File: config.mk
export PLATFORM = sky130hd
export DESIGN_NAME = rbms_top
export DESIGN_NICKNAME = d
export VERILOG_FILES = /design/src/rbms_pkg.sv /design/src/rbms_ser_if.sv /design/src/rbms_uart.sv /design/src/rbms_top.sv
export SDC_FILE = /design/constraint.sdc
export NUM_CORES = 1
export LEC_CHECK = 0
export BUFFER_PORTS_ARGS = -buffer_cell sky130_fd_sc_hd__buf_2
export CAP_MARGIN = 10
export CELL_PAD_IN_SITES_DETAIL_PLACEMENT = 1
export CELL_PAD_IN_SITES_GLOBAL_PLACEMENT = 1
export CORE_ASPECT_RATIO = 0.6
export CORE_UTILIZATION = 52
export CTS_BUF_LIST = sky130_fd_sc_hd__clkbuf_8
export CTS_CLUSTER_DIAMETER = 60
export DETAILED_ROUTE_END_ITERATION = 10
export PLACE_DENSITY_LB_ADDON = 0.1
export SLEW_MARGIN = 40
export SYNTH_ARGS = -nofsm -noshare
export SYNTH_HDL_FRONTEND = slang
export SYNTH_SLANG_ARGS = --single-unit
File: constraint.sdc
create_clock -name clk_i -period 3.7 [get_ports clk_i]
set_input_delay 0.185 -clock clk_i [delete_from_list [all_inputs] [get_ports clk_i]]
set_output_delay 0.185 -clock clk_i [all_outputs]
set_load 0.005 [all_outputs]
File: src/rbms_pkg.sv
// constants for reset handling, boot-mode selection and the host serial link
// ---------------------------------------------------------------------------
// What this block does
// - All general pins float while reset is active.
// - At power-up the block pulls the shared reset line low itself.
// - Low boot-select or closed jumper during reset enters update mode.
// - Update mode carries firmware over the serial out and in pins.
// - Normal mode uses the same serial port for host tool traffic.
// - The host link runs 57600 baud, 8 data bits, no parity, 1 stop.
// - While running, every digital output is driven high and low.
// ---------------------------------------------------------------------------
package rbms_pkg;
  localparam int unsigned CLK_HZ       = 50_000_000;
  localparam int unsigned BAUD_RATE    = 57_600;
  localparam int unsigned BAUD_DIV     = CLK_HZ / BAUD_RATE;
  localparam int unsigned DATA_BITS    = 8;
  localparam int unsigned NUM_OUTS     = 8;
  localparam int unsigned EXT_RESET_MS = 50;
  localparam int unsigned POR_TIME_US  = 10_000;
  localparam int unsigned POR_CYC      = POR_TIME_US * (CLK_HZ / 1_000_000);
  localparam logic [7:0]  OUT_RESET    = 8'h00;

  typedef enum logic [1:0] {
    RBMS_POWER_UP  = 2'b00,
    RBMS_WAIT_HIGH = 2'b01,
    RBMS_RUN       = 2'b11
  } rbms_state_t;
endpackage : rbms_pkg

File: src/rbms_ser_if.sv
// byte stream between the sequencer and its serial port
`timescale 1ns/1ps
interface rbms_ser_if;
  logic       enable;
  logic [7:0] tx_data;
  logic       tx_valid;
  logic       tx_ready;
  logic [7:0] rx_data;
  logic       rx_valid;

  modport ctrl (output enable, output tx_data, output tx_valid, input tx_ready,
                input rx_data, input rx_valid);
  modport port (input enable, input tx_data, input tx_valid, output tx_ready,
                output rx_data, output rx_valid);
endinterface : rbms_ser_if

File: src/rbms_uart.sv
// fixed-format asynchronous serial port, 8 data bits, no parity, 1 stop bit
`timescale 1ns/1ps
module rbms_uart (
  // clock, reset and clock enable
  input  wire logic clk_i,
  input  wire logic rst_n_i,
  input  wire logic en_i,
  // user side
  rbms_ser_if.port  ser,
  // line
  input  wire logic serial_in_i,
  output logic      serial_out_o
);
  localparam logic [9:0] DIV_LAST = 10'(rbms_pkg::BAUD_DIV - 1);
  localparam logic [9:0] DIV_HALF = 10'(rbms_pkg::BAUD_DIV / 2);

  // ---------------------------------------------------------------------------
  // transmitter
  // ---------------------------------------------------------------------------
  logic [9:0] tx_sh_q, tx_sh_d;
  logic [9:0] tx_div_q, tx_div_d;
  logic [3:0] tx_cnt_q, tx_cnt_d;
  logic       tx_busy_q, tx_busy_d;

  assign ser.tx_ready = ser.enable && !tx_busy_q;

  always_comb begin
    tx_sh_d   = tx_sh_q;
    tx_div_d  = tx_div_q;
    tx_cnt_d  = tx_cnt_q;
    tx_busy_d = tx_busy_q;
    if (!ser.enable) begin
      tx_sh_d   = 10'h3FF;
      tx_busy_d = 1'b0;
    end else if (!tx_busy_q) begin
      if (ser.tx_valid) begin
        tx_sh_d   = {1'b1, ser.tx_data, 1'b0};
        tx_div_d  = 10'h000;
        tx_cnt_d  = 4'h0;
        tx_busy_d = 1'b1;
      end
    end else if (tx_div_q == DIV_LAST) begin
      tx_div_d = 10'h000;
      tx_sh_d  = {1'b1, tx_sh_q[9:1]};
      tx_cnt_d = tx_cnt_q + 4'h1;
      if (tx_cnt_q == 4'h9) begin
        tx_busy_d = 1'b0;
      end
    end else begin
      tx_div_d = tx_div_q + 10'h001;
    end
  end

  always_ff @(posedge clk_i or negedge rst_n_i) begin
    if (!rst_n_i) begin
      tx_sh_q   <= 10'h3FF;
      tx_div_q  <= 10'h000;
      tx_cnt_q  <= 4'h0;
      tx_busy_q <= 1'b0;
    end else if (en_i) begin
      tx_sh_q   <= tx_sh_d;
      tx_div_q  <= tx_div_d;
      tx_cnt_q  <= tx_cnt_d;
      tx_busy_q <= tx_busy_d;
    end
  end

  assign serial_out_o = tx_sh_q[0];

  // ---------------------------------------------------------------------------
  // receiver
  // ---------------------------------------------------------------------------
  logic       rx_s1_q, rx_s2_q;
  logic [8:0] rx_sh_q, rx_sh_d;
  logic [9:0] rx_div_q, rx_div_d;
  logic [3:0] rx_cnt_q, rx_cnt_d;
  logic       rx_busy_q, rx_busy_d;
  logic [7:0] rx_data_q, rx_data_d;
  logic       rx_vld_q, rx_vld_d;

  always_comb begin
    rx_sh_d   = rx_sh_q;
    rx_div_d  = rx_div_q;
    rx_cnt_d  = rx_cnt_q;
    rx_busy_d = rx_busy_q;
    rx_data_d = rx_data_q;
    rx_vld_d  = 1'b0;
    if (!ser.enable) begin
      rx_busy_d = 1'b0;
    end else if (!rx_busy_q) begin
      if (!rx_s2_q) begin
        rx_busy_d = 1'b1;
        rx_div_d  = DIV_HALF;
        rx_cnt_d  = 4'h0;
      end
    end else if (rx_div_q == DIV_LAST) begin
      rx_div_d = 10'h000;
      rx_cnt_d = rx_cnt_q + 4'h1;
      rx_sh_d  = {rx_s2_q, rx_sh_q[8:1]};
      if (rx_cnt_q == 4'h0 && rx_s2_q) begin
        rx_busy_d = 1'b0;                      // false start
      end else if (rx_cnt_q == 4'h9) begin
        rx_busy_d = 1'b0;
        if (rx_s2_q) begin
          rx_data_d = rx_sh_q[8:1];
          rx_vld_d  = 1'b1;
        end
      end
    end else begin
      rx_div_d = rx_div_q + 10'h001;
    end
  end

  always_ff @(posedge clk_i or negedge rst_n_i) begin
    if (!rst_n_i) begin
      rx_s1_q   <= 1'b1;
      rx_s2_q   <= 1'b1;
      rx_sh_q   <= 9'h000;
      rx_div_q  <= 10'h000;
      rx_cnt_q  <= 4'h0;
      rx_busy_q <= 1'b0;
      rx_data_q <= 8'h00;
      rx_vld_q  <= 1'b0;
    end else if (en_i) begin
      rx_s1_q   <= serial_in_i;
      rx_s2_q   <= rx_s1_q;
      rx_sh_q   <= rx_sh_d;
      rx_div_q  <= rx_div_d;
      rx_cnt_q  <= rx_cnt_d;
      rx_busy_q <= rx_busy_d;
      rx_data_q <= rx_data_d;
      rx_vld_q  <= rx_vld_d;
    end
  end

  assign ser.rx_data  = rx_data_q;
  assign ser.rx_valid = rx_vld_q && en_i;

  a_tx_start_bit: assert property (@(posedge clk_i) disable iff (!rst_n_i)
    en_i && ser.tx_valid && ser.tx_ready |=> !serial_out_o)
    else $error("start bit not low");
  a_tx_stop_bit: assert property (@(posedge clk_i) disable iff (!rst_n_i)
    en_i && tx_busy_q && tx_cnt_q == 4'h9 |-> serial_out_o)
    else $error("stop bit not high");
  a_idle_high: assert property (@(posedge clk_i) disable iff (!rst_n_i)
    !tx_busy_q |-> serial_out_o)
    else $error("line not idle high");
  a_tx_bit_hold: assert property (@(posedge clk_i) disable iff (!rst_n_i)
    en_i && ser.enable && tx_busy_q && tx_div_q != DIV_LAST |=> $stable(serial_out_o))
    else $error("bit changed inside its period");
  a_rx_pulse_once: assert property (@(posedge clk_i) disable iff (!rst_n_i)
    en_i && rx_vld_q |=> !rx_vld_q)
    else $error("receive pulse longer than one cycle");
  a_rx_data_held: assert property (@(posedge clk_i) disable iff (!rst_n_i)
    !rx_vld_q |-> $stable(rx_data_q))
    else $error("received byte changed without pulse");
endmodule : rbms_uart

File: src/rbms_top.sv
// reset sequencer, boot-mode selection and pin control with host serial port
`timescale 1ns/1ps
module rbms_top #(
  parameter int unsigned POR_CYCLES = rbms_pkg::POR_CYC
) (
  // clock, power-on reset, clock enable
  input  wire logic       clk_i,
  input  wire logic       rst_n_i,
  input  wire logic       en_i,
  // shared open-drain reset line
  input  wire logic       reset_line_n_i,
  output logic            reset_line_n_o,
  output logic            reset_line_n_oe_o,
  // boot straps
  input  wire logic       boot_select_n_i,
  input  wire logic       update_jumper_i,
  // digital outputs
  input  wire logic [7:0] app_out_i,
  output logic      [7:0] digital_output_o,
  output logic      [7:0] digital_output_oe_o,
  // serial pins
  input  wire logic       serial_in_i,
  output logic            serial_out_o,
  output logic            serial_out_oe_o,
  // host byte stream
  input  wire logic [7:0] tx_data_i,
  input  wire logic       tx_valid_i,
  output logic            tx_ready_o,
  output logic      [7:0] rx_data_o,
  output logic            rx_valid_o,
  // status
  output logic            running_o,
  output logic            boot_mode_o
);
  // ---------------------------------------------------------------------------
  // input synchronisers
  // ---------------------------------------------------------------------------
  // line and straps are level inputs: two flops each before any decision reads them
  logic line_s1_q, line_s2_q, boot_s1_q, boot_s2_q, jmp_s1_q, jmp_s2_q;

  always_ff @(posedge clk_i or negedge rst_n_i) begin
    if (!rst_n_i) begin
      line_s1_q <= 1'b0;
      line_s2_q <= 1'b0;
      boot_s1_q <= 1'b1;
      boot_s2_q <= 1'b1;
      jmp_s1_q  <= 1'b0;
      jmp_s2_q  <= 1'b0;
    end else if (en_i) begin
      line_s1_q <= reset_line_n_i;
      line_s2_q <= line_s1_q;
      boot_s1_q <= boot_select_n_i;
      boot_s2_q <= boot_s1_q;
      jmp_s1_q  <= update_jumper_i;
      jmp_s2_q  <= jmp_s1_q;
    end
  end

  // ---------------------------------------------------------------------------
  // reset sequencer
  // ---------------------------------------------------------------------------
  rbms_pkg::rbms_state_t state_q, state_d;
  logic [31:0]           por_cnt_q, por_cnt_d;
  logic                  mode_q, mode_d;
  logic                  running;

  always_comb begin
    state_d   = state_q;
    por_cnt_d = por_cnt_q;
    mode_d    = mode_q;
    unique case (state_q)
      rbms_pkg::RBMS_POWER_UP: begin
        por_cnt_d = por_cnt_q + 32'h1;
        if (por_cnt_q == 32'(POR_CYCLES - 1)) begin
          state_d = rbms_pkg::RBMS_WAIT_HIGH;
        end
      end
      rbms_pkg::RBMS_WAIT_HIGH: begin
        // straps are taken once, on the way into run, and ignored after that
        if (line_s2_q) begin
          state_d = rbms_pkg::RBMS_RUN;
          mode_d  = !boot_s2_q || jmp_s2_q;
        end
      end
      rbms_pkg::RBMS_RUN: begin
        // no length filter: any low the synchroniser sees leaves run
        if (!line_s2_q) begin
          state_d = rbms_pkg::RBMS_WAIT_HIGH;
        end
      end
      default: begin
        state_d = rbms_pkg::RBMS_POWER_UP;
      end
    endcase
  end

  always_ff @(posedge clk_i or negedge rst_n_i) begin
    if (!rst_n_i) begin
      state_q   <= rbms_pkg::RBMS_POWER_UP;
      por_cnt_q <= 32'h0;
      mode_q    <= 1'b0;
    end else if (en_i) begin
      state_q   <= state_d;
      por_cnt_q <= por_cnt_d;
      mode_q    <= mode_d;
    end
  end

  assign running           = state_q == rbms_pkg::RBMS_RUN;
  assign running_o         = running;
  assign boot_mode_o       = mode_q;
  // only ever pulls low; the line rises through the outside pull-up
  assign reset_line_n_o    = 1'b0;
  assign reset_line_n_oe_o = state_q == rbms_pkg::RBMS_POWER_UP;

  // ---------------------------------------------------------------------------
  // digital outputs
  // ---------------------------------------------------------------------------
  logic [7:0] out_q, out_d;

  always_comb begin
    // zero off run, so no stale value shows when the pins drive again
    out_d = running ? app_out_i : rbms_pkg::OUT_RESET;
  end

  always_ff @(posedge clk_i or negedge rst_n_i) begin
    if (!rst_n_i) begin
      out_q <= rbms_pkg::OUT_RESET;
    end else if (en_i) begin
      out_q <= out_d;
    end
  end

  assign digital_output_o    = out_q;
  assign digital_output_oe_o = {rbms_pkg::NUM_OUTS{running}};
  assign serial_out_oe_o     = running;

  // ---------------------------------------------------------------------------
  // host serial port, shared by both modes
  // ---------------------------------------------------------------------------
  // the link is the same in both modes; the mode is only reported outward
  rbms_ser_if ser ();

  assign ser.enable   = running;
  assign ser.tx_data  = tx_data_i;
  assign ser.tx_valid = tx_valid_i;
  assign tx_ready_o   = ser.tx_ready && en_i;
  assign rx_data_o    = ser.rx_data;
  assign rx_valid_o   = ser.rx_valid;

  rbms_uart u_uart (
    .clk_i        (clk_i),
    .rst_n_i      (rst_n_i),
    .en_i         (en_i),
    .ser          (ser.port),
    .serial_in_i  (serial_in_i),
    .serial_out_o (serial_out_o)
  );

  // ---------------------------------------------------------------------------
  // checks
  // ---------------------------------------------------------------------------
  a_pins_float_reset: assert property (@(posedge clk_i) disable iff (!rst_n_i)
    !running |-> digital_output_oe_o == 8'h00 && !serial_out_oe_o)
    else $error("pins driven during reset");
  a_line_held_powerup: assert property (@(posedge clk_i) disable iff (!rst_n_i)
    state_q == rbms_pkg::RBMS_POWER_UP |-> reset_line_n_oe_o && !reset_line_n_o)
    else $error("reset line not pulled low at power-up");
  a_line_release: assert property (@(posedge clk_i) disable iff (!rst_n_i)
    $fell(reset_line_n_oe_o) |-> $past(por_cnt_q) == 32'(POR_CYCLES - 1))
    else $error("reset line released at wrong time");
  a_mode_pick: assert property (@(posedge clk_i) disable iff (!rst_n_i)
    $rose(running) |-> mode_q == (!$past(boot_s2_q) || $past(jmp_s2_q)))
    else $error("boot mode not taken from straps");
  a_mode_kept: assert property (@(posedge clk_i) disable iff (!rst_n_i)
    running && $past(running) |-> $stable(mode_q))
    else $error("boot mode changed while running");
  a_ext_reset_seen: assert property (@(posedge clk_i) disable iff (!rst_n_i)
    en_i && running && !line_s2_q |=> !running)
    else $error("external reset not honoured");
  a_outs_follow: assert property (@(posedge clk_i) disable iff (!rst_n_i)
    en_i && running && line_s2_q |=>
    digital_output_o == $past(app_out_i) && digital_output_oe_o == 8'hFF)
    else $error("outputs not driven from application");
  a_port_gated: assert property (@(posedge clk_i) disable iff (!rst_n_i)
    !running |-> !tx_ready_o)
    else $error("serial port open during reset");

  a_line_only_powerup: assert property (@(posedge clk_i) disable iff (!rst_n_i)
    state_q != rbms_pkg::RBMS_POWER_UP |-> !reset_line_n_oe_o)
    else $error("reset line pulled after power-up");
  a_por_ignores_line: assert property (@(posedge clk_i) disable iff (!rst_n_i)
    en_i && state_q == rbms_pkg::RBMS_POWER_UP && por_cnt_q != 32'(POR_CYCLES - 1)
    |=> state_q == rbms_pkg::RBMS_POWER_UP)
    else $error("power-up interval cut short");
  a_wait_line_low: assert property (@(posedge clk_i) disable iff (!rst_n_i)
    en_i && state_q == rbms_pkg::RBMS_WAIT_HIGH && !line_s2_q |=> !running)
    else $error("run entered while line low");
  a_run_on_high: assert property (@(posedge clk_i) disable iff (!rst_n_i)
    en_i && state_q == rbms_pkg::RBMS_WAIT_HIGH && line_s2_q |=> running)
    else $error("run not entered after line high");
  a_outs_quiet: assert property (@(posedge clk_i) disable iff (!rst_n_i)
    en_i && !running |=> digital_output_o == rbms_pkg::OUT_RESET)
    else $error("output values kept off run");
  a_tx_idle_off: assert property (@(posedge clk_i) disable iff (!rst_n_i)
    en_i && !running |=> serial_out_o)
    else $error("serial out not idle off run");
  a_mode_clear_por: assert property (@(posedge clk_i) disable iff (!rst_n_i)
    state_q == rbms_pkg::RBMS_POWER_UP |-> !boot_mode_o)
    else $error("boot mode set during power-up");
  a_freeze_state: assert property (@(posedge clk_i) disable iff (!rst_n_i)
    !en_i |=> $stable(state_q) && $stable(mode_q) && $stable(out_q))
    else $error("state moved while enable low");
  a_rx_gated: assert property (@(posedge clk_i) disable iff (!rst_n_i)
    en_i && !running |=> !rx_valid_o)
    else $error("byte delivered off run");
  a_oe_all_run: assert property (@(posedge clk_i) disable iff (!rst_n_i)
    running |-> digital_output_oe_o == 8'hFF && serial_out_oe_o)
    else $error("pins floating while running");
  a_ready_busy: assert property (@(posedge clk_i) disable iff (!rst_n_i)
    en_i && tx_valid_i && tx_ready_o |=> !tx_ready_o)
    else $error("ready kept after byte taken");
endmodule : rbms_top

==> impl_metrics.env <==
export IMPL_vias_in_the_first_global_route=4135
export IMPL_setup_total_negative_slack_ns=0
export IMPL_yosys_area_top_type_share=0.454
export IMPL_cts_reportedPaths_clkPinSlew_ns=0.11
export IMPL_dp_hpwl_um=9100
export IMPL_ioPinCount=56
export IMPL_start_util=0.550
export IMPL_stage_delay_of_the_slowest_cell_on_the_critical_path_ns=0.87
export IMPL_worstSetupEndpointType="register"
export IMPL_worstHoldEndpoint="digital_output_o[6]"
export IMPL_synthTopCellsByCount="94 x dfrtp_1, 70 x nand2_1, 28 x nor2_1"
export IMPL_die_area_um2=10400
export IMPL_placement_cell_area_um2=5490
export IMPL_library_cell_with_the_highest_instance_count_after_synthesis="dfrtp_1"
export IMPL_ys_async_sr_fraction=1.00
export IMPL_cts_buffers=9
export IMPL_highest_attainable_clock_frequency_mhz=393
export IMPL_synth_edff_count=0
export IMPL_r2r_setup_slack_ns=1.15
export IMPL_synth_seq_area_share=0.520
export IMPL_final_routed_wirelength_um=12800
export IMPL_antennaDiodeCount=0
export IMPL_worst_slew_pin_slew_ns=0.722
export IMPL_dr_vias_cell=5.85
export IMPL_port_buffers=54
export IMPL_synth_top_family_by_area="simple AND/OR/NAND/NOR gates"
export IMPL_crit_reg2reg_launch="state_q[1]"
export IMPL_area_of_the_placeable_core_um2=9430
export IMPL_globalRoute_totalOverflow=0
export IMPL_timing_critical_path_cells="nand4_1, or4_1, nor2_4, mux2_2"
export IMPL_detailedRoute_firstIterationViolations=255
export IMPL_finalClockSkew_ns=0.0117
export IMPL_drt_wirelength_per_cell_um=18.9
export IMPL_drt_first_pass_iters=4
export IMPL_post_route_cells_drive_above_1_share=0.211
export IMPL_rsz_0062_raised_after_global_routing="no"
export IMPL_yosys_area_top_type="dfrtp_1"
export IMPL_grt_max_degree=78
export IMPL_synthCells=498
export IMPL_post_place_cells=656
export IMPL_synth_area_mux_share=0.0739
export IMPL_finalSetupViolations=0
export IMPL_path_max_fanout=14
export IMPL_syn_to_final_growth_pct=10.6
export IMPL_clock_sinks=107
export IMPL_floorplan_rows=27
export IMPL_groute_usage_overall=0.273
export IMPL_period_share=0.688
export IMPL_leakage_nw=2.73
export IMPL_dominantRegCellSynth="dfrtp_1"
export IMPL_design_final_nets=572
export IMPL_timing_critical_path_max_delay_family="simple AND/OR/NAND/NOR gates"
export IMPL_worst_setup_path_type="register to register"
export IMPL_synth_area_top_cells="dfrtp_1 45%, dfstp_2 6.6%, mux2_2 5.7%"
export IMPL_cts_max_path_buffers=2
export IMPL_dieHeight_um=79.3
export IMPL_reg2regPathDepth=4
export IMPL_antenna_violations_before_repair=1
export IMPL_cts_htree_levels=3
export IMPL_die_width_um=131
export IMPL_critPathArrivalTime_ns=2.83
export IMPL_mappedNetlistArea_um2=5180
export IMPL_synth_cell_types=49
export IMPL_adder_cell_share_of_the_synthesized_area=0.0193
export IMPL_worst_setup_path_start_kind="register"
export IMPL_hold_path_startpoint="app_out_i[6]"
export IMPL_synth_xor_xnor_area_share=0.0676
export IMPL_cts_root_buffer="clkbuf_8"
export IMPL_finalWorstPathRequiredPeriod_ns=2.55
export IMPL_drcViolationCount=0
export IMPL_grt_pass1_wl_um=21400
export IMPL_finalPower_mw=2.22
export IMPL_required_time_worst_endpoint_ns=3.99
export IMPL_post_cts_repair_setup_buffers=0
export IMPL_number_of_max_slew_violations_in_the_final_report=0
export IMPL_ffs_latches_synth=107
export IMPL_crit_reg2reg_capture="u_uart.ser.rx_data[2]"
export IMPL_hold_class="primary input to register"
export IMPL_yosys_warnings=0
export IMPL_syn_avg_cell_area_um2=10.4
export IMPL_min_delay_path_depth=3
export IMPL_synthSimpleGateAreaFrac=0.204
export IMPL_relative_slew_slack=0.518
export IMPL_utilization=0.608
export IMPL_critPathBufInv=0
export IMPL_area_of_all_placed_cells_without_fillers_um2=5730
export IMPL_post_synthesis_compound_gate_area_fraction=0.0708
export IMPL_finalHoldViolations=0
export IMPL_max_cap_violations=0
export IMPL_cellPowerDensity_nw_per_um2=387
export IMPL_via_count=3946
export IMPL_finish_cell_count_without_fillers=675
export IMPL_worst_path_max_delay_cell="or4_1"
export IMPL_run_status="finished clean"
export IMPL_gp_congestion=0.914
export IMPL_final_antenna_net_count=0
export IMPL_tritoncts="yes"
export IMPL_clkLatencyLatePin_ns=0.40
export IMPL_syn_nets=530
export IMPL_irDropWorstVdd_mv=0.195
[layer usage]
metal,vias to the layer above,part of all wire,track usage
met4,2,0.013,0.0690
met2,83,0.48,0.442
met5,-,0.00070,0
met1,2017,0.47,0.368
met3,16,0.042,0.0654
li1,1828,-,-
[worst max path at each step]
| stage | start | depth (start not counted) | endpoint | slack (ns) |
|---|---|---|---|---|
| after floorplan | u_uart.tx_div_q[0] | 5 | u_uart.tx_cnt_q[0] | 1.66 |
| after global placement | state_q[0] | 4 | u_uart.ser.rx_data[5] | 1.32 |
| after detailed placement | state_q[0] | 4 | u_uart.ser.rx_data[3] | 1.20 |
| after CTS | state_q[0] | 4 | u_uart.ser.rx_data[3] | 1.16 |
| after global routing | state_q[0] | 4 | u_uart.ser.rx_data[2] | 1.01 |
| final | state_q[1] | 4 | u_uart.ser.rx_data[2] | 1.15 |
[final cells by class]
class	instances	area [µm²]
Multi-Input combinational cell	343	2270
Tap cell	130	163
Sequential cell	107	2690
Timing Repair Buffer	61	337
Clock inverter	7	82.6
Fill cell	1063	3690
Clock buffer	9	124
Inverter	18	67.6
[report_power, final]
part / total (mW) / internal (mW) / switching (mW)
Combinational: 0.172 / 0.0726 / 0.0995
Sequential: 1.28 / 1.22 / 0.0572
Clock: 0.767 / 0.326 / 0.441
Total: 2.22 / 1.62 / 0.597
[worst reg2reg max path: cells and delay by family (launching register included)]
kind / cells / cell delay, ns
DFF: 1 / 0.56
and+or+nand+nor: 3 / 1.50
muxes: 1 / 0.38
[placed cells by master, fill, tap and decap left out, types with 5 or more instances in the layout]
cell type / instances
dfrtp_1: 94
clkbuf_8: 9
and4_1: 5
a21o_1: 5
a21oi_1: 8
nor4b_1: 5
xnor2_1: 16
nor2_1: 28
nor3_1: 16
and3_1: 6
nor4_1: 13
and2_1: 5
xor2_1: 24
o21ai_0: 12
or3_1: 7
o2bb2ai_1: 8
mux2_2: 26
ha_1: 8
nand2_1: 70
nand3_1: 20
a31oi_1: 6
dfstp_2: 13
mux2i_1: 9
inv_1: 18
nand4_1: 13
buf_2: 53
or4_1: 5
[flip-flops by register name, summed over array words and instances, names as in the netlist, 2 cells and up]
name and count:
u_uart.tx_sh_q 9, u_uart.ser.rx_data 8, state_q 2, u_uart.tx_div_q 10
u_uart.rx_div_q 10, digital_output_o 8, u_uart.rx_sh_q 8, u_uart.tx_cnt_q 4
u_uart.rx_cnt_q 4, por_cnt_q 32
[cell families after synthesis]
| group | after synthesis |
|---|---|
| other cells | 1 |
| fa+ha+maj | 8 |
| simple gates | 205 |
| buf+inv | 48 |
| mux | 35 |
| xor+xnor | 40 |
| compound gates | 54 |
| flops | 107 |
[stage by stage]
stage	hold WS, ns	setup slack, ns
floorplan	-0.111	1.66
global route	0.00355	1.01
CTS	0.00592	1.16
finish	0.00944	1.15
global placement	0.401	1.32
detailed placement	0.267	1.20
[repair_timing]
item	in CTS	in global routing
setup endpoints to repair	0	0
endpoints found under the hold margin	70	2
hold buffers	1	2
resized for setup	0	0
No activity file was read; power rests on OpenSTA's default activity.
